### config.mk
export PLATFORM = sky130hd
export DESIGN_NAME = dpa_alu
export DESIGN_NICKNAME = d
export VERILOG_FILES = /design/src/dpa_pkg.sv /design/src/dpa_alu.sv /design/src/dpa_shifter.sv /design/src/dpa_cond_eval.sv
export VERILOG_INCLUDE_DIRS = /design/src
export SDC_FILE = /design/constraint.sdc
export NUM_CORES = 1
export LEC_CHECK = 0
export BUFFER_PORTS_ARGS = -buffer_cell sky130_fd_sc_hd__buf_2
export CORE_UTILIZATION = 40
export DETAILED_ROUTE_END_ITERATION = 6
export PLACE_DENSITY = 0.69
export SLEW_MARGIN = 20
export SYNTH_ARGS = -nofsm -noshare
export SYNTH_HDL_FRONTEND = slang
export SYNTH_SLANG_ARGS = --single-unit
### constraint.sdc
create_clock -name ref_clk_i -period 11.45 [get_ports ref_clk_i]
set_input_delay 2.8625 -clock ref_clk_i [delete_from_list [all_inputs] [get_ports ref_clk_i]]
set_output_delay 2.8625 -clock ref_clk_i [all_outputs]
set_load 0.005 [all_outputs]
### src/dpa_regs.svh
`ifndef DPA_REGS_SVH
`define DPA_REGS_SVH

// ****************************************************************
// instruction field positions
// ****************************************************************
`define DPA_COND_HI    31
`define DPA_COND_LO    28
`define DPA_IMM_BIT    25
`define DPA_OPC_HI     24
`define DPA_OPC_LO     21
`define DPA_SET_BIT    20
`define DPA_RN_HI      19
`define DPA_RN_LO      16
`define DPA_RD_HI      15
`define DPA_RD_LO      12
`define DPA_SPEC_HI    11
`define DPA_SPEC_LO    0
`define DPA_RS_HI      11
`define DPA_RS_LO      8
`define DPA_RM_HI      3
`define DPA_RM_LO      0
`define DPA_PC_IDX     4'hf

// ****************************************************************
// register map, byte addresses
// ****************************************************************
`define DPA_FLAGS_OFS  4'h0
`define DPA_STATUS_OFS 4'h4
`define DPA_COUNT_OFS  4'h8
`define DPA_RESULT_OFS 4'hc
`define DPA_FLAGS_HI   31
`define DPA_FLAGS_LO   28
`define DPA_FLAGS_RST  4'h0
`define DPA_ST_BUSY    0
`define DPA_ST_SKIP    1
`define DPA_ST_WROTE   2

`endif

### src/dpa_pkg.sv
package dpa_pkg;

    typedef struct packed {
        logic n;
        logic z;
        logic c;
        logic v;
    } dpa_flags_t;

    typedef struct packed {
        logic        en;
        logic [3:0]  idx;
        logic [31:0] data;
    } dpa_wr_t;

    typedef enum logic [1:0] {
        DPA_ST_IDLE = 2'b01,
        DPA_ST_EXEC = 2'b10
    } dpa_state_t;

    typedef enum logic [3:0] {
        DPA_OP_AND                       = 4'h0,
        DPA_OP_EXCLUSIVE_OR              = 4'h1,
        DPA_OP_SUBTRACT                  = 4'h2,
        DPA_OP_REVERSE_SUBTRACT          = 4'h3,
        DPA_OP_ADD                       = 4'h4,
        DPA_OP_ADD_CARRY                 = 4'h5,
        DPA_OP_SUBTRACT_CARRY            = 4'h6,
        DPA_OP_REVERSE_SUBTRACT_CARRY    = 4'h7,
        DPA_OP_TEST_BITS                 = 4'h8,
        DPA_OP_TEST_EQUIVALENCE          = 4'h9,
        DPA_OP_COMPARE                   = 4'ha,
        DPA_OP_COMPARE_NEGATED           = 4'hb,
        DPA_OP_INCLUSIVE_OR              = 4'hc,
        DPA_OP_MOVE                      = 4'hd,
        DPA_OP_BIT_CLEAR                 = 4'he,
        DPA_OP_MOVE_INVERTED             = 4'hf
    } dpa_opcode_t;

    typedef enum logic [1:0] {
        DPA_SH_LEFT_LOGICAL  = 2'h0,
        DPA_SH_RIGHT_LOGICAL = 2'h1,
        DPA_SH_RIGHT_ARITH   = 2'h2,
        DPA_SH_ROTATE        = 2'h3
    } dpa_shift_t;

endpackage

### src/dpa_alu.sv
// Summary of operation
// - execute only when condition code passes
// - first operand always from selected register
// - operand two: shifted register or rotated immediate
// - flags change only with set-flags bit or a software write
// - test operations set flags, never write
// - logical opcodes: and, xor, or, bit clear
// - subtract, reverse subtract, add, add carry
// - subtracts with carry minus one
// - opcodes eight to eleven only set flags
// - move and move inverted ignore operand one
// - logical flag update keeps overflow
// - logical carry from shifter, shift zero keeps
// - logical zero and negative from result
// - arithmetic overflow on signed overflow
// - arithmetic carry, zero, negative from adder
// - no flag update for program counter destination
// - immediate rotated right by twice rotate field
`timescale 1ns/100ps
`include "dpa_regs.svh"
module dpa_alu #(
    parameter int CNT_W = 16
) (
    // clock and reset
    input  wire logic                ref_clk_i,
    input  wire logic                rst_b_i,
    // instruction issue
    input  wire logic                issue_valid_i,
    output logic                     issue_ready_o,
    input  wire logic [31:0]         instr_i,
    // register file read
    output logic      [3:0]          rn_idx_o,
    output logic      [3:0]          rm_idx_o,
    output logic      [3:0]          rs_idx_o,
    input  wire logic [31:0]         rn_val_i,
    input  wire logic [31:0]         rm_val_i,
    input  wire logic [31:0]         rs_val_i,
    // register file write and status
    output dpa_pkg::dpa_wr_t         wr_o,
    output dpa_pkg::dpa_flags_t      flags_o,
    output logic                     done_o,
    output logic                     pc_restore_o,
    // wishbone slave
    input  wire logic                wb_cyc_i,
    input  wire logic                wb_stb_i,
    input  wire logic                wb_we_i,
    input  wire logic [3:0]          wb_adr_i,
    input  wire logic [3:0]          wb_sel_i,
    input  wire logic [31:0]         wb_dat_i,
    output logic      [31:0]         wb_dat_o,
    output logic                     wb_ack_o
);

    // ****************************************************************
    // state
    // ****************************************************************
    dpa_pkg::dpa_state_t  state_r;
    logic [31:0]          instr_r;
    dpa_pkg::dpa_flags_t  flags_r;
    dpa_pkg::dpa_flags_t  flags_nxt;
    dpa_pkg::dpa_wr_t     wr_r;
    logic [31:0]          res_r;
    logic [CNT_W-1:0]     count_r;
    logic                 done_r;
    logic                 pc_restore_r;
    logic                 skipped_r;
    logic                 wrote_r;
    logic                 ack_r;
    logic [31:0]          dat_r;

    // ****************************************************************
    // decode
    // ****************************************************************
    logic [3:0]           cond;
    logic                 imm_sel;
    dpa_pkg::dpa_opcode_t opc;
    logic                 set_f;
    logic [3:0]           rd;
    logic [11:0]          spec;
    logic                 exec;
    logic                 cond_ok;
    logic [31:0]          op1;
    logic [31:0]          op2;
    logic                 sh_carry;
    logic [31:0]          add_a;
    logic [31:0]          add_b;
    logic                 add_cin;
    logic [32:0]          sum;
    logic [31:0]          res;
    logic                 is_arith;
    logic                 ovf;
    logic                 test_op;
    logic                 flag_upd;
    logic                 do_write;
    logic                 wb_req;
    logic                 sw_flag_we;

    assign cond    = instr_r[`DPA_COND_HI:`DPA_COND_LO];
    assign imm_sel = instr_r[`DPA_IMM_BIT];
    assign opc     = dpa_pkg::dpa_opcode_t'(instr_r[`DPA_OPC_HI:`DPA_OPC_LO]);
    assign set_f   = instr_r[`DPA_SET_BIT];
    assign rd      = instr_r[`DPA_RD_HI:`DPA_RD_LO];
    assign spec    = instr_r[`DPA_SPEC_HI:`DPA_SPEC_LO];
    assign exec    = state_r == dpa_pkg::DPA_ST_EXEC;

    // register file reads asynchronously in the execute cycle
    assign rn_idx_o = instr_r[`DPA_RN_HI:`DPA_RN_LO];
    assign rm_idx_o = instr_r[`DPA_RM_HI:`DPA_RM_LO];
    assign rs_idx_o = instr_r[`DPA_RS_HI:`DPA_RS_LO];
    assign op1      = rn_val_i;

    assign issue_ready_o = state_r == dpa_pkg::DPA_ST_IDLE;

    dpa_cond_eval u_cond (
        .cond_i  (cond),
        .flags_i (flags_r),
        .pass_o  (cond_ok)
    );

    dpa_shifter u_shift (
        .imm_sel_i (imm_sel),
        .spec_i    (spec),
        .rm_val_i  (rm_val_i),
        .rs_val_i  (rs_val_i),
        .carry_i   (flags_r.c),
        .op2_o     (op2),
        .carry_o   (sh_carry)
    );

    // ****************************************************************
    // operation
    // ****************************************************************
    always_comb begin
        add_a    = op1;
        add_b    = op2;
        add_cin  = 1'b0;
        res      = 32'h0;
        is_arith = 1'b0;
        unique case (opc)
            dpa_pkg::DPA_OP_AND, dpa_pkg::DPA_OP_TEST_BITS:        res = op1 & op2;
            dpa_pkg::DPA_OP_EXCLUSIVE_OR,
            dpa_pkg::DPA_OP_TEST_EQUIVALENCE:                      res = op1 ^ op2;
            dpa_pkg::DPA_OP_INCLUSIVE_OR:                          res = op1 | op2;
            dpa_pkg::DPA_OP_BIT_CLEAR:                             res = op1 & ~op2;
            dpa_pkg::DPA_OP_MOVE:                                  res = op2;
            dpa_pkg::DPA_OP_MOVE_INVERTED:                         res = ~op2;
            dpa_pkg::DPA_OP_SUBTRACT, dpa_pkg::DPA_OP_COMPARE: begin
                is_arith = 1'b1;
                add_b    = ~op2;
                add_cin  = 1'b1;
            end
            dpa_pkg::DPA_OP_REVERSE_SUBTRACT: begin
                is_arith = 1'b1;
                add_a    = op2;
                add_b    = ~op1;
                add_cin  = 1'b1;
            end
            dpa_pkg::DPA_OP_ADD, dpa_pkg::DPA_OP_COMPARE_NEGATED:  is_arith = 1'b1;
            dpa_pkg::DPA_OP_ADD_CARRY: begin
                is_arith = 1'b1;
                add_cin  = flags_r.c;
            end
            dpa_pkg::DPA_OP_SUBTRACT_CARRY: begin
                is_arith = 1'b1;
                add_b    = ~op2;
                add_cin  = flags_r.c;
            end
            dpa_pkg::DPA_OP_REVERSE_SUBTRACT_CARRY: begin
                is_arith = 1'b1;
                add_a    = op2;
                add_b    = ~op1;
                add_cin  = flags_r.c;
            end
        endcase
        // one 33-bit adder; inverted inputs give subtraction
        sum = {1'b0, add_a} + {1'b0, add_b} + {32'h0, add_cin};
        if (is_arith) begin
            res = sum[31:0];
        end
    end

    assign ovf      = (add_a[31] == add_b[31]) && (sum[31] != add_a[31]);
    assign test_op  = opc[3:2] == 2'b10;
    // a pc destination hands its flags to the mode logic outside
    assign flag_upd = exec && cond_ok && set_f && rd != `DPA_PC_IDX;
    assign do_write = exec && cond_ok && !test_op;

    always_comb begin
        flags_nxt   = flags_r;
        flags_nxt.n = res[31];
        flags_nxt.z = res == 32'h0;
        flags_nxt.c = is_arith ? sum[32] : sh_carry;
        flags_nxt.v = is_arith ? ovf : flags_r.v;
    end

    // ****************************************************************
    // sequencing
    // ****************************************************************
    always_ff @(posedge ref_clk_i) begin
        if (!rst_b_i) begin
            state_r <= dpa_pkg::DPA_ST_IDLE;
            instr_r <= 32'h0;
        end else begin
            unique case (state_r)
                dpa_pkg::DPA_ST_IDLE: begin
                    if (issue_valid_i) begin
                        state_r <= dpa_pkg::DPA_ST_EXEC;
                        instr_r <= instr_i;
                    end
                end
                dpa_pkg::DPA_ST_EXEC: state_r <= dpa_pkg::DPA_ST_IDLE;
            endcase
        end
    end

    // hardware update wins over a software write in the same cycle
    always_ff @(posedge ref_clk_i) begin
        if (!rst_b_i) begin
            flags_r <= `DPA_FLAGS_RST;
        end else if (flag_upd) begin
            flags_r <= flags_nxt;
        end else if (sw_flag_we) begin
            flags_r <= wb_dat_i[`DPA_FLAGS_HI:`DPA_FLAGS_LO];
        end
    end

    always_ff @(posedge ref_clk_i) begin
        if (!rst_b_i) begin
            wr_r         <= '0;
            res_r        <= 32'h0;
            done_r       <= 1'b0;
            pc_restore_r <= 1'b0;
            skipped_r    <= 1'b0;
            wrote_r      <= 1'b0;
            count_r      <= '0;
        end else begin
            wr_r.en      <= do_write;
            done_r       <= exec;
            pc_restore_r <= exec && cond_ok && set_f && rd == `DPA_PC_IDX;
            if (exec) begin
                wr_r.idx  <= rd;
                wr_r.data <= res;
                skipped_r <= !cond_ok;
                wrote_r   <= do_write;
            end
            if (exec && cond_ok) begin
                res_r   <= res;
                count_r <= count_r + 1'b1;
            end
        end
    end

    assign wr_o         = wr_r;
    assign flags_o      = flags_r;
    assign done_o       = done_r;
    assign pc_restore_o = pc_restore_r;

    // ****************************************************************
    // wishbone registers
    // ****************************************************************
    assign wb_req     = wb_cyc_i && wb_stb_i;
    // write lands on the edge where the master sees ack
    assign sw_flag_we = wb_req && wb_we_i && ack_r && wb_sel_i[3]
                        && {wb_adr_i[3:2], 2'b00} == `DPA_FLAGS_OFS;

    always_ff @(posedge ref_clk_i) begin
        if (!rst_b_i) begin
            ack_r <= 1'b0;
            dat_r <= 32'h0;
        end else begin
            ack_r <= wb_req && !ack_r;
            dat_r <= 32'h0;
            if (wb_req && !ack_r && !wb_we_i) begin
                unique case ({wb_adr_i[3:2], 2'b00})
                    `DPA_FLAGS_OFS:  dat_r <= {flags_r, 28'h0};
                    `DPA_STATUS_OFS: dat_r <= {29'h0, wrote_r, skipped_r, exec};
                    `DPA_COUNT_OFS:  dat_r <= 32'(count_r);
                    `DPA_RESULT_OFS: dat_r <= res_r;
                endcase
            end
        end
    end

    assign wb_ack_o = ack_r;
    assign wb_dat_o = dat_r;

    // ****************************************************************
    // checks
    // ****************************************************************
    cond_skip_a: assert property (@(posedge ref_clk_i) disable iff (!rst_b_i)
        exec && !cond_ok && !sw_flag_we |=> !wr_o.en && flags_r == $past(flags_r))
        else $error("failed condition still had an effect");
    rn_select_a: assert property (@(posedge ref_clk_i) disable iff (!rst_b_i)
        issue_valid_i && issue_ready_o |=> rn_idx_o == $past(instr_i[19:16]))
        else $error("first operand index not from instruction");
    imm_rotate_a: assert property (@(posedge ref_clk_i) disable iff (!rst_b_i)
        exec && imm_sel |-> op2 == (({24'h0, spec[7:0]} >> {spec[11:8], 1'b0})
            | ({24'h0, spec[7:0]} << (6'd32 - {1'b0, spec[11:8], 1'b0}))))
        else $error("immediate operand wrongly rotated");
    lsl_zero_a: assert property (@(posedge ref_clk_i) disable iff (!rst_b_i)
        exec && !imm_sel && spec[11:4] == 8'h00 |-> op2 == rm_val_i && sh_carry == flags_r.c)
        else $error("zero left shift altered value or carry");
    no_set_hold_a: assert property (@(posedge ref_clk_i) disable iff (!rst_b_i)
        exec && !set_f && !sw_flag_we |=> $stable(flags_r))
        else $error("flags changed without set-flags bit");
    test_no_write_a: assert property (@(posedge ref_clk_i) disable iff (!rst_b_i)
        exec && test_op |=> !wr_o.en)
        else $error("test operation wrote destination");
    bit_clear_a: assert property (@(posedge ref_clk_i) disable iff (!rst_b_i)
        exec && cond_ok && opc == dpa_pkg::DPA_OP_BIT_CLEAR
        |=> wr_o.en && wr_o.data == ($past(op1) & ~$past(op2)))
        else $error("bit clear result wrong");
    add_carry_a: assert property (@(posedge ref_clk_i) disable iff (!rst_b_i)
        exec && cond_ok && opc == dpa_pkg::DPA_OP_ADD_CARRY
        |=> wr_o.data == $past(op1) + $past(op2) + {31'h0, $past(flags_r.c)})
        else $error("add with carry result wrong");
    sub_carry_a: assert property (@(posedge ref_clk_i) disable iff (!rst_b_i)
        exec && cond_ok && opc == dpa_pkg::DPA_OP_SUBTRACT_CARRY
        |=> wr_o.data == $past(op1) - $past(op2) + {31'h0, $past(flags_r.c)} - 32'h1)
        else $error("subtract with carry result wrong");
    move_inv_a: assert property (@(posedge ref_clk_i) disable iff (!rst_b_i)
        exec && cond_ok && opc == dpa_pkg::DPA_OP_MOVE_INVERTED |=> wr_o.data == ~$past(op2))
        else $error("move inverted result wrong");
    logic_v_hold_a: assert property (@(posedge ref_clk_i) disable iff (!rst_b_i)
        flag_upd && !is_arith |=> flags_r.v == $past(flags_r.v))
        else $error("logical operation changed overflow");
    nz_flags_a: assert property (@(posedge ref_clk_i) disable iff (!rst_b_i)
        flag_upd |=> flags_r.n == res_r[31] && flags_r.z == (res_r == 32'h0))
        else $error("negative or zero flag wrong");
    cmp_flags_a: assert property (@(posedge ref_clk_i) disable iff (!rst_b_i)
        flag_upd && opc == dpa_pkg::DPA_OP_COMPARE
        |=> flags_r.c == ($past(op1) >= $past(op2)) && !wr_o.en)
        else $error("compare carry wrong");
    add_ovf_a: assert property (@(posedge ref_clk_i) disable iff (!rst_b_i)
        flag_upd && opc == dpa_pkg::DPA_OP_ADD |=> flags_r.v == ($past(op1[31]) == $past(op2[31])
            && res_r[31] != $past(op1[31])))
        else $error("add overflow wrong");
    pc_dest_a: assert property (@(posedge ref_clk_i) disable iff (!rst_b_i)
        exec && rd == `DPA_PC_IDX && !sw_flag_we |=> $stable(flags_r) ##1 !pc_restore_o)
        else $error("pc destination touched flags");

endmodule // dpa_alu

### src/dpa_shifter.sv
`timescale 1ns/100ps
module dpa_shifter (
    // operand two specifier
    input  wire logic        imm_sel_i,
    input  wire logic [11:0] spec_i,
    // register values and carry in
    input  wire logic [31:0] rm_val_i,
    input  wire logic [31:0] rs_val_i,
    input  wire logic        carry_i,
    // operand two and shifter carry
    output logic      [31:0] op2_o,
    output logic             carry_o
);

    function automatic logic [31:0] ror32(input logic [31:0] v, input logic [4:0] n);
        ror32 = (v >> n) | (v << (6'd32 - {1'b0, n}));
    endfunction

    dpa_pkg::dpa_shift_t sh_type;
    logic [7:0]          amt;
    logic                rrx;
    logic [32:0]         lt;
    logic [32:0]         rt;
    logic signed [32:0]  st;

    always_comb begin
        sh_type = dpa_pkg::dpa_shift_t'(spec_i[6:5]);
        op2_o   = rm_val_i;
        carry_o = carry_i;
        lt      = 33'h0;
        rt      = 33'h0;
        st      = 33'h0;
        // register form: source in low nibble, shift in the upper bits
        amt     = spec_i[4] ? rs_val_i[7:0] : {3'h0, spec_i[11:7]};
        rrx     = !spec_i[4] && spec_i[11:7] == 5'h0 && sh_type == dpa_pkg::DPA_SH_ROTATE;
        if (!spec_i[4] && spec_i[11:7] == 5'h0 && sh_type != dpa_pkg::DPA_SH_LEFT_LOGICAL) begin
            amt = 8'h20;
        end
        if (imm_sel_i) begin
            op2_o = ror32({24'h0, spec_i[7:0]}, {spec_i[11:8], 1'b0});
            if (spec_i[11:8] != 4'h0) begin
                carry_o = op2_o[31];
            end
        end else if (rrx) begin
            op2_o   = {carry_i, rm_val_i[31:1]};
            carry_o = rm_val_i[0];
        end else if (amt != 8'h00) begin
            // amount zero falls through: value passes, old carry kept
            unique case (sh_type)
                dpa_pkg::DPA_SH_LEFT_LOGICAL: begin
                    lt      = {1'b0, rm_val_i} << amt;
                    op2_o   = lt[31:0];
                    carry_o = lt[32];
                end
                dpa_pkg::DPA_SH_RIGHT_LOGICAL: begin
                    rt      = {rm_val_i, 1'b0} >> amt;
                    op2_o   = rt[32:1];
                    carry_o = rt[0];
                end
                dpa_pkg::DPA_SH_RIGHT_ARITH: begin
                    st      = $signed({rm_val_i, 1'b0}) >>> amt;
                    op2_o   = st[32:1];
                    carry_o = st[0];
                end
                dpa_pkg::DPA_SH_ROTATE: begin
                    op2_o   = ror32(rm_val_i, amt[4:0]);
                    carry_o = op2_o[31];
                end
            endcase
        end
    end

endmodule // dpa_shifter

### src/dpa_cond_eval.sv
`timescale 1ns/100ps
module dpa_cond_eval (
    // condition code and flags
    input  wire logic [3:0]          cond_i,
    input  wire dpa_pkg::dpa_flags_t flags_i,
    // verdict
    output logic                     pass_o
);

    always_comb begin
        unique case (cond_i)
            4'h0: pass_o = flags_i.z;
            4'h1: pass_o = !flags_i.z;
            4'h2: pass_o = flags_i.c;
            4'h3: pass_o = !flags_i.c;
            4'h4: pass_o = flags_i.n;
            4'h5: pass_o = !flags_i.n;
            4'h6: pass_o = flags_i.v;
            4'h7: pass_o = !flags_i.v;
            4'h8: pass_o = flags_i.c && !flags_i.z;
            4'h9: pass_o = !flags_i.c || flags_i.z;
            4'ha: pass_o = flags_i.n == flags_i.v;
            4'hb: pass_o = flags_i.n != flags_i.v;
            4'hc: pass_o = !flags_i.z && (flags_i.n == flags_i.v);
            4'hd: pass_o = flags_i.z || (flags_i.n != flags_i.v);
            4'he: pass_o = 1'b1;
            4'hf: pass_o = 1'b0;
        endcase
    end

endmodule // dpa_cond_eval

==> parameters.txt, run 1 <==
Parameter                              Value

Synth
  Per-instance average area after synthesis ... 7.19 sq um
  Ranking of synthesized cells by instance count ... 398 x sky130_fd_sc_hd__nand2_1, 291 x sky130_fd_sc_hd__nor2_1, 274 x sky130_fd_sc_hd__a21oi_1
  Synth area leader ... sky130_fd_sc_hd__dfxtp_1
  Flop and latch count out of synthesis ... approximately 160
  Summed instance area of the synthesized netlist ... 21,900 sq um
  EDFF count, synth ... 0
  Async S/R FF share, synth ... 0%
  Library cells used by synthesis ... 108
  Ranking of synthesized cells by area ... sky130_fd_sc_hd__dfxtp_1 14%, sky130_fd_sc_hd__mux2i_1 10%, sky130_fd_sc_hd__mux4_2 7.2%
  Top-count cell post-synth ... sky130_fd_sc_hd__nand2_1
  Portion of synthesized cell area occupied by the leading cell type ... 14.4%
  Sequential cell area fraction in the yosys report ... 14.4%
  Number of warnings printed during yosys synthesis ... 0
  Post-synthesis net count ... 3,292
  Most instantiated flip-flop cell in the synthesis netlist ... sky130_fd_sc_hd__dfxtp_1
  Cell count after synthesis ... approximately 3,000

Critical path
  Required time reported for the critical path endpoint ... 11,800 ps
  Crit start category ... primary input
  Critical path arrival ... 11,130 ps
  Classification of the worst setup path ... in2reg
  Highest-delay cell along the critical path ... sky130_fd_sc_hd__or4_1
  Nature of the critical path endpoint ... flop
  Critical Path Most Common Cell ... sky130_fd_sc_hd__a21oi_1
  Critical-path maximum fanout ... 26
  Critical Path Max Stage Delay ... 650 ps

Timing
  Slew Limit Fails ... 0
  Unrepaired setup endpoints after global routing ... no
  Headroom to the max-slew limit ... between 20% and 30%
  Final cycle utilization of the critical path ... 94.2%
  Final setup TNS ... 0 ps
  Maximum frequency from static timing analysis ... 0.0928 GHz
  Endpoints failing setup ... 0
  Worst clock skew ... approximately 13 ps
  Number of hold violations in the final report ... 0
  Slew @ Worst Pin ... roughly 1200 ps
  PnR worst setup slack ... 669 ps
  Tmin final ... about 11,000 ps

Finish
  Post-route core utilization ... 45.3%
  Count of nets after finishing ... approximately 3,400
  Area of all placed cells without fillers ... 24,500 sq um
  Share of post-route cells with drive strength above 1 ... roughly 19%
  Layout Area Growth over Synthesis ... 11.6%

Global route
  Number of global-route vias before repair ... 24,600
  Maximum number of pins on one net before global-route repair ... 92
  Tot GR Track Use ... 43.7%
  Total global routing overflow ... 0
  Antenna violations before repair ... 8
  Global-route wire length before repair ... between 150 and 200 mm

Route
  Number of DRC violations after detailed-routing iteration 0 ... between 4,000 and 5,000
  Final wirelength ... 126 mm
  Via-to-Cell Ratio ... about 7
  Detailed-route via count ... 27,100
  WL/cell ... 32.5 microns
  Number of DRC violations after detailed routing ... 0
  First drt pass iteration count ... 7
  Remaining number of nets flagged by the antenna check after routing ... 0

Place
  Standard cell area after detailed placement ... roughly 24,000 sq um
  DP Wirelength ... about 94 mm
  Gp weighted congestion ... 1.15
  Number of buffers added on ports ... 203
  Post-placement setup slack ... ~540 ps

Floorplan
  Die area ... around 56,000 sq um
  IO Count ... 263
  Standard-cell row count ... 85
  Vert. Die Dim ... 236 microns
  Area of the placeable core ... 54,000 sq um
  Initial core utilization ... 40.6%
  Die extent in x ... 236 microns

Clock network
  CTS tree ... built
  Worst-path clk slew ... 60 ps
  Clock root cell ... sky130_fd_sc_hd__clkbuf_16
  Hold buffer count at CTS ... 0
  Number of setup buffers added after CTS ... 0
  Worst-case clock buffer depth ... 2
  Total clock buffers created by CTS ... 17
  Cts repair resizes ... 0
  Depth of the CTS H-tree ... 4
  Clock latency reported for the late side of the worst-skew pair ... approximately 430 ps
  Number of sinks handled by clock tree synthesis ... 158

Power and ir drop
  Total power divided by cell area ... 145 nW/um^2
  Leakage ... 9.79 nW
  Pwr Total ... 3.54 mW
  Peak VDD IR ... 169 uV

Job
  Number of max-cap violations ... 0

Run status
  Result of the run ... finished clean

Worst hold path
  Tightest Hold Check Type ... reg2reg
## final timing paths
check               from           end  slack (ps)  depth (start not counted)
min            res_r[17]  wb_dat_o[17]         450                          2
max reg2reg   instr_r[4]    flags_o[2]        2180                         29
max          rs_val_i[0]    flags_o[2]         670                         31
min reg2reg    res_r[17]  wb_dat_o[17]         450                          2
## flip-flops by register name, summed over array words and instances (netlist names)
| name | count |
|---|---|
| pc_restore_o | 1 |
| wr_o | 37 |
| state_r | 2 |
| flags_o | 4 |
| res_r | 32 |
| wb_ack_o | 1 |
| wb_dat_o | 32 |
| wrote_r | 1 |
| skipped_r | 1 |
| count_r | 16 |
| done_o | 1 |
| instr_r | 30 |
## cell usage in the layout (no fill, tap or decap), drive strengths merged, types with 21 or more instances in the layout
master	instances
a2111oi	22
a211oi	71
a21oi	274
a221oi	24
a22oi	36
a31oi	41
and2	30
and3	21
buf	380
dfxtp	158
ha	66
inv	70
mux2	42
mux2i	222
mux4	70
nand2	398
nand2b	41
nand3	84
nor2	292
nor3	92
o211ai	46
o21a	22
o21ai	209
o221ai	34
o22ai	49
o31ai	28
xnor2	28
xor2	28
## routing by layer
metal	vias to the layer above	global-route usage [%]	part of all wire [%]
met2	2160	63.6	41
met3	512	13.4	14
met1	12900	56.5	38
met4	6	25.8	7.3
li1	11600	-	-
met5	-	0	0.029
## cells by family after synthesis
| logic type | count (synthesis) | share of synthesized area (%) |
|---|---|---|
| and+or+nand+nor | 1059 | 21.9 |
| adders and majority gates | 68 | 3.95 |
| xor gates and xnor gates | 56 | 2.32 |
| muxes | 334 | 19.7 |
| AOI/OAI and AO/OA | 1005 | 30.3 |
| buffers and inverters | 370 | 7.44 |
| DFF | 158 | 14.4 |
## final cells by class
| cell class | instances | area [sq um] |
|---|---|---|
| multi-input combinational | 2522 | 17200 |
| clock inverter | 11 | 159 |
| sequential | 158 | 3170 |
| inverter | 66 | 253 |
| timing repair buffer | 380 | 2360 |
| fill | 5518 | 29600 |
| tap | 696 | 871 |
| clock buffer | 19 | 433 |
| antenna | 6 | 15.0 |
## critical path: cells and delay by family
family          cells  cell delay [ps]
compound gates     15             3860
buf+inv             4             1170
simple gates        8             1640
mux                 2              520
fa+ha+maj           2             1010
## power by group
part / total [mW] / internal [mW] / leakage (nW) / switching (mW)
logic: 2.37 / 0.826 / 8.23 / 1.54
clock network: 0.581 / 0.344 / 0.278 / 0.237
registers: 0.590 / 0.571 / 1.28 / 0.0196
total: 3.54 / 1.74 / 9.79 / 1.80
## through the flow
step           hold WS [ps]  instances
6_report                453       3858
5_1_grt                 474       3853
4_1_cts                 456       3852
3_5_place_dp            443       3822
3_3_place_gp            431       3822
2_1_floorplan           419       3050
No activity file was read; power rests on OpenSTA's default activity.
==> inputs of run 2 (changes only) <==
Settings changed: CORE_UTILIZATION 40 to 38, PLACE_DENSITY 0.69 to 0.66, SYNTH_HIERARCHICAL from default to 1.
==> run 2 against run 1 <==
  * Routed wire length decreased by 6.0%
  * Fmax is 3.3% higher
  * Critical endpoint is now wr_o[25]
  * Synthesized cell count is 2.9% higher
  * Non-clock buffer count decreased by 83
  * Largest power group unchanged
  * Sequential cell count unchanged
  * Worst setup slack gained 340 ps
  * Global-route usage fell by 5.6 points
  * Highest routed layer unchanged
  * Sequential share of layout area up 0.11 points
==> parameters.txt, run 2 <==
Parameter                              Value

Place
  DP Wirelength ... 88.2 mm
  Gp weighted congestion ... between 1 and 1.5
  Number of buffers added on ports ... 203

Finish
  Layout Area Growth over Synthesis ... 7.98%
  Commonest non-fill, non-tap cell in the layout ... sky130_fd_sc_hd__nand2_1
  Flip-flop count of the largest register after layout ... 37
  Count of nets after finishing ... between 3,000 and 4,000
  Post-route core utilization ... roughly two fifths
  Share of post-route cells with drive strength above 1 ... between 10% and 20%
  Fill cells ... around 6,000
  Highest-count cells in the layout ignoring fill and taps ... 419 x sky130_fd_sc_hd__nand2_1, 292 x sky130_fd_sc_hd__nor2_1, 243 x sky130_fd_sc_hd__o21ai_0
  Register area ... 3170 sq um
  Area of combinational cells with multiple inputs ... 17,500 sq um

Synth
  Top-count cell post-synth ... sky130_fd_sc_hd__nand2_1
  Cell count after synthesis ... 3,139
  Ranking of synthesized cells by instance count ... 420 x sky130_fd_sc_hd__nand2_1, 294 x sky130_fd_sc_hd__nor2_1, 244 x sky130_fd_sc_hd__o21ai_0
  Number of warnings printed during yosys synthesis ... 6
  Synth area leader ... sky130_fd_sc_hd__dfxtp_1
  Most instantiated flip-flop cell in the synthesis netlist ... sky130_fd_sc_hd__dfxtp_1
  Portion of synthesized cell area occupied by the leading cell type ... 14.1%
  Flop and latch count out of synthesis ... around 160
  Sequential cell area fraction in the yosys report ... 14.1%
  Async S/R FF share, synth ... 0%
  EDFF count, synth ... 0
  Library cells used by synthesis ... about 120
  Summed instance area of the synthesized netlist ... about 22,000 sq um
  Post-synthesis net count ... around 3,400
  Per-instance average area after synthesis ... 7.16 sq um
  Ranking of synthesized cells by area ... sky130_fd_sc_hd__dfxtp_1 14%, sky130_fd_sc_hd__mux2i_1 8.5%, sky130_fd_sc_hd__nand2_1 7.0%

Timing
  Final cycle utilization of the critical path ... 91.2%
  Slew @ Worst Pin ... 1140 ps
  Number of hold violations in the final report ... 0
  Slew Limit Fails ... 0
  Worst clock skew ... 15.7 ps
  Headroom to the max-slew limit ... a little under a quarter
  Unrepaired setup endpoints after global routing ... no
  Endpoints failing setup ... 0
  Final setup TNS ... 0 ps
  Tmin final ... 10,440 ps
  Maximum frequency from static timing analysis ... approximately 0.096 GHz

Critical path
  Critical path arrival ... 10,780 ps
  Critical-path maximum fanout ... 24
  Nature of the critical path endpoint ... flop
  Crit start category ... primary input
  Required time reported for the critical path endpoint ... around 12,000 ps
  Reg2reg path depth ... 23
  Classification of the worst setup path ... in2reg

Clock network
  Depth of the CTS H-tree ... 4
  Number of setup buffers added after CTS ... 0
  Hold buffer count at CTS ... 0
  Clock root cell ... sky130_fd_sc_hd__clkbuf_16
  Cts repair resizes ... 0
  CTS tree ... built
  Clock latency reported for the late side of the worst-skew pair ... 440 ps
  Total clock buffers created by CTS ... 17
  Worst-path clk slew ... 70 ps
  Number of sinks handled by clock tree synthesis ... between 150 and 200
  Worst-case clock buffer depth ... 2

Global route
  Total global routing overflow ... 0
  Global-route wire length before repair ... around 170 mm
  Number of global-route vias before repair ... about 24,000
  Maximum number of pins on one net before global-route repair ... 98
  Tot GR Track Use ... about two fifths
  Antenna violations before repair ... 3

Floorplan
  Die extent in x ... between 200 and 250 microns
  Initial core utilization ... about two fifths
  Vert. Die Dim ... 245 microns
  Area of the placeable core ... 58,000 sq um
  Die area ... between 60,000 and 70,000 sq um
  IO Count ... around 260
  Standard-cell row count ... 88

Route
  WL/cell ... slightly above 30 microns
  First drt pass iteration count ... 6
  Via-to-Cell Ratio ... 6.85
  Final wirelength ... 118 mm
  Number of DRC violations after detailed-routing iteration 0 ... 4,253
  Number of DRC violations after detailed routing ... 0
  Remaining number of nets flagged by the antenna check after routing ... 0
  Detailed-route via count ... around 27,000

Power and ir drop
  Leakage ... ~9.7 nW
  Total power divided by cell area ... 146 nW/um^2
  Peak VDD IR ... 109 uV

Job
  Number of max-cap violations ... 0

Worst hold path
  Tightest Hold Check Type ... reg2reg
  Hold Path Depth ... 2

Run status
  Result of the run ... finished clean
## run 2: per-layer routing
metal  track usage (%)  wire (microns)  vias up
met5                 0              12        -
met4              16.8            5710        2
met3              11.3           15600      351
met2              53.8           48100     1925
met1              52.7           48500    12800
li1                  -               -    11700
## run 2: worst max-delay path: stages
cell and delay [ps]:
sky130_fd_sc_hd__buf_2 390, sky130_fd_sc_hd__mux2_4 260, sky130_fd_sc_hd__clkinv_2 350, sky130_fd_sc_hd__ha_1 450
sky130_fd_sc_hd__xnor2_4 530, sky130_fd_sc_hd__buf_4 440, sky130_fd_sc_hd__mux2i_1 200, sky130_fd_sc_hd__mux4_2 590
sky130_fd_sc_hd__mux2_2 310, sky130_fd_sc_hd__o2111ai_1 600, sky130_fd_sc_hd__o2bb2ai_1 550, sky130_fd_sc_hd__inv_1 150
sky130_fd_sc_hd__o21ai_0 270, sky130_fd_sc_hd__ha_1 370, sky130_fd_sc_hd__a21oi_1 270, sky130_fd_sc_hd__o21ai_0 120
sky130_fd_sc_hd__a31oi_1 310, sky130_fd_sc_hd__a32oi_1 280, sky130_fd_sc_hd__a21o_1 250, sky130_fd_sc_hd__a31oi_1 190
sky130_fd_sc_hd__xor2_1 110, sky130_fd_sc_hd__a21oi_1 620, sky130_fd_sc_hd__nand2_1 110, sky130_fd_sc_hd__a21oi_1 140
## run 2: layout make-up
cell class	instances	area share (%)
clock buffer	17	1.75
tap	765	3.95
sequential	158	13.1
clock inverter	15	0.681
antenna	2	0.0206
multi-input combinational	2563	72.0
inverter	94	1.50
timing repair buffer	297	7.10
## run 2: path summary, 6_finish.rpt
path	startpoint	end	slack, ps
min reg2reg	instr_r[19]	instr_r[19]	450
max	rs_val_i[1]	wr_o[25]	1010
max reg2reg	instr_r[4]	wr_o[25]	2960
min	instr_r[19]	instr_r[19]	450
## run 2: logic make-up after synthesis
logic type / count (synthesis) / synth area share [%]
flip-flops: 158 / 14.1
AO/OA/AOI/OAI: 1028 / 30.7
buffers and inverters: 418 / 8.71
XOR/XNOR: 67 / 2.68
adder cells (fa/ha/maj): 68 / 3.85
AND/OR/NAND/NOR: 1100 / 22.6
multiplexers: 300 / 17.4
## run 2: per-stage QoR
step | setup WS (ps) | hold slack, ps | instance area [sq um] | std cells | power [mW]
2_1_floorplan | 2290 | 430 | 22500 | 3139 | 2.14
3_3_place_gp | 937 | 440 | 23700 | 3877 | 2.88
3_5_place_dp | 906 | 443 | 23700 | 3877 | 2.88
4_1_cts | 1330 | 453 | 24300 | 3909 | 3.44
5_1_grt | 842 | 472 | 24300 | 3909 | 3.70
6_report | 1010 | 450 | 24300 | 3911 | 3.53
## run 2: report_power, final
group	total [mW]	switching (mW)	internal, mW
logic	2.38	1.58	0.802
registers	0.592	0.0220	0.570
clock network	0.561	0.268	0.293
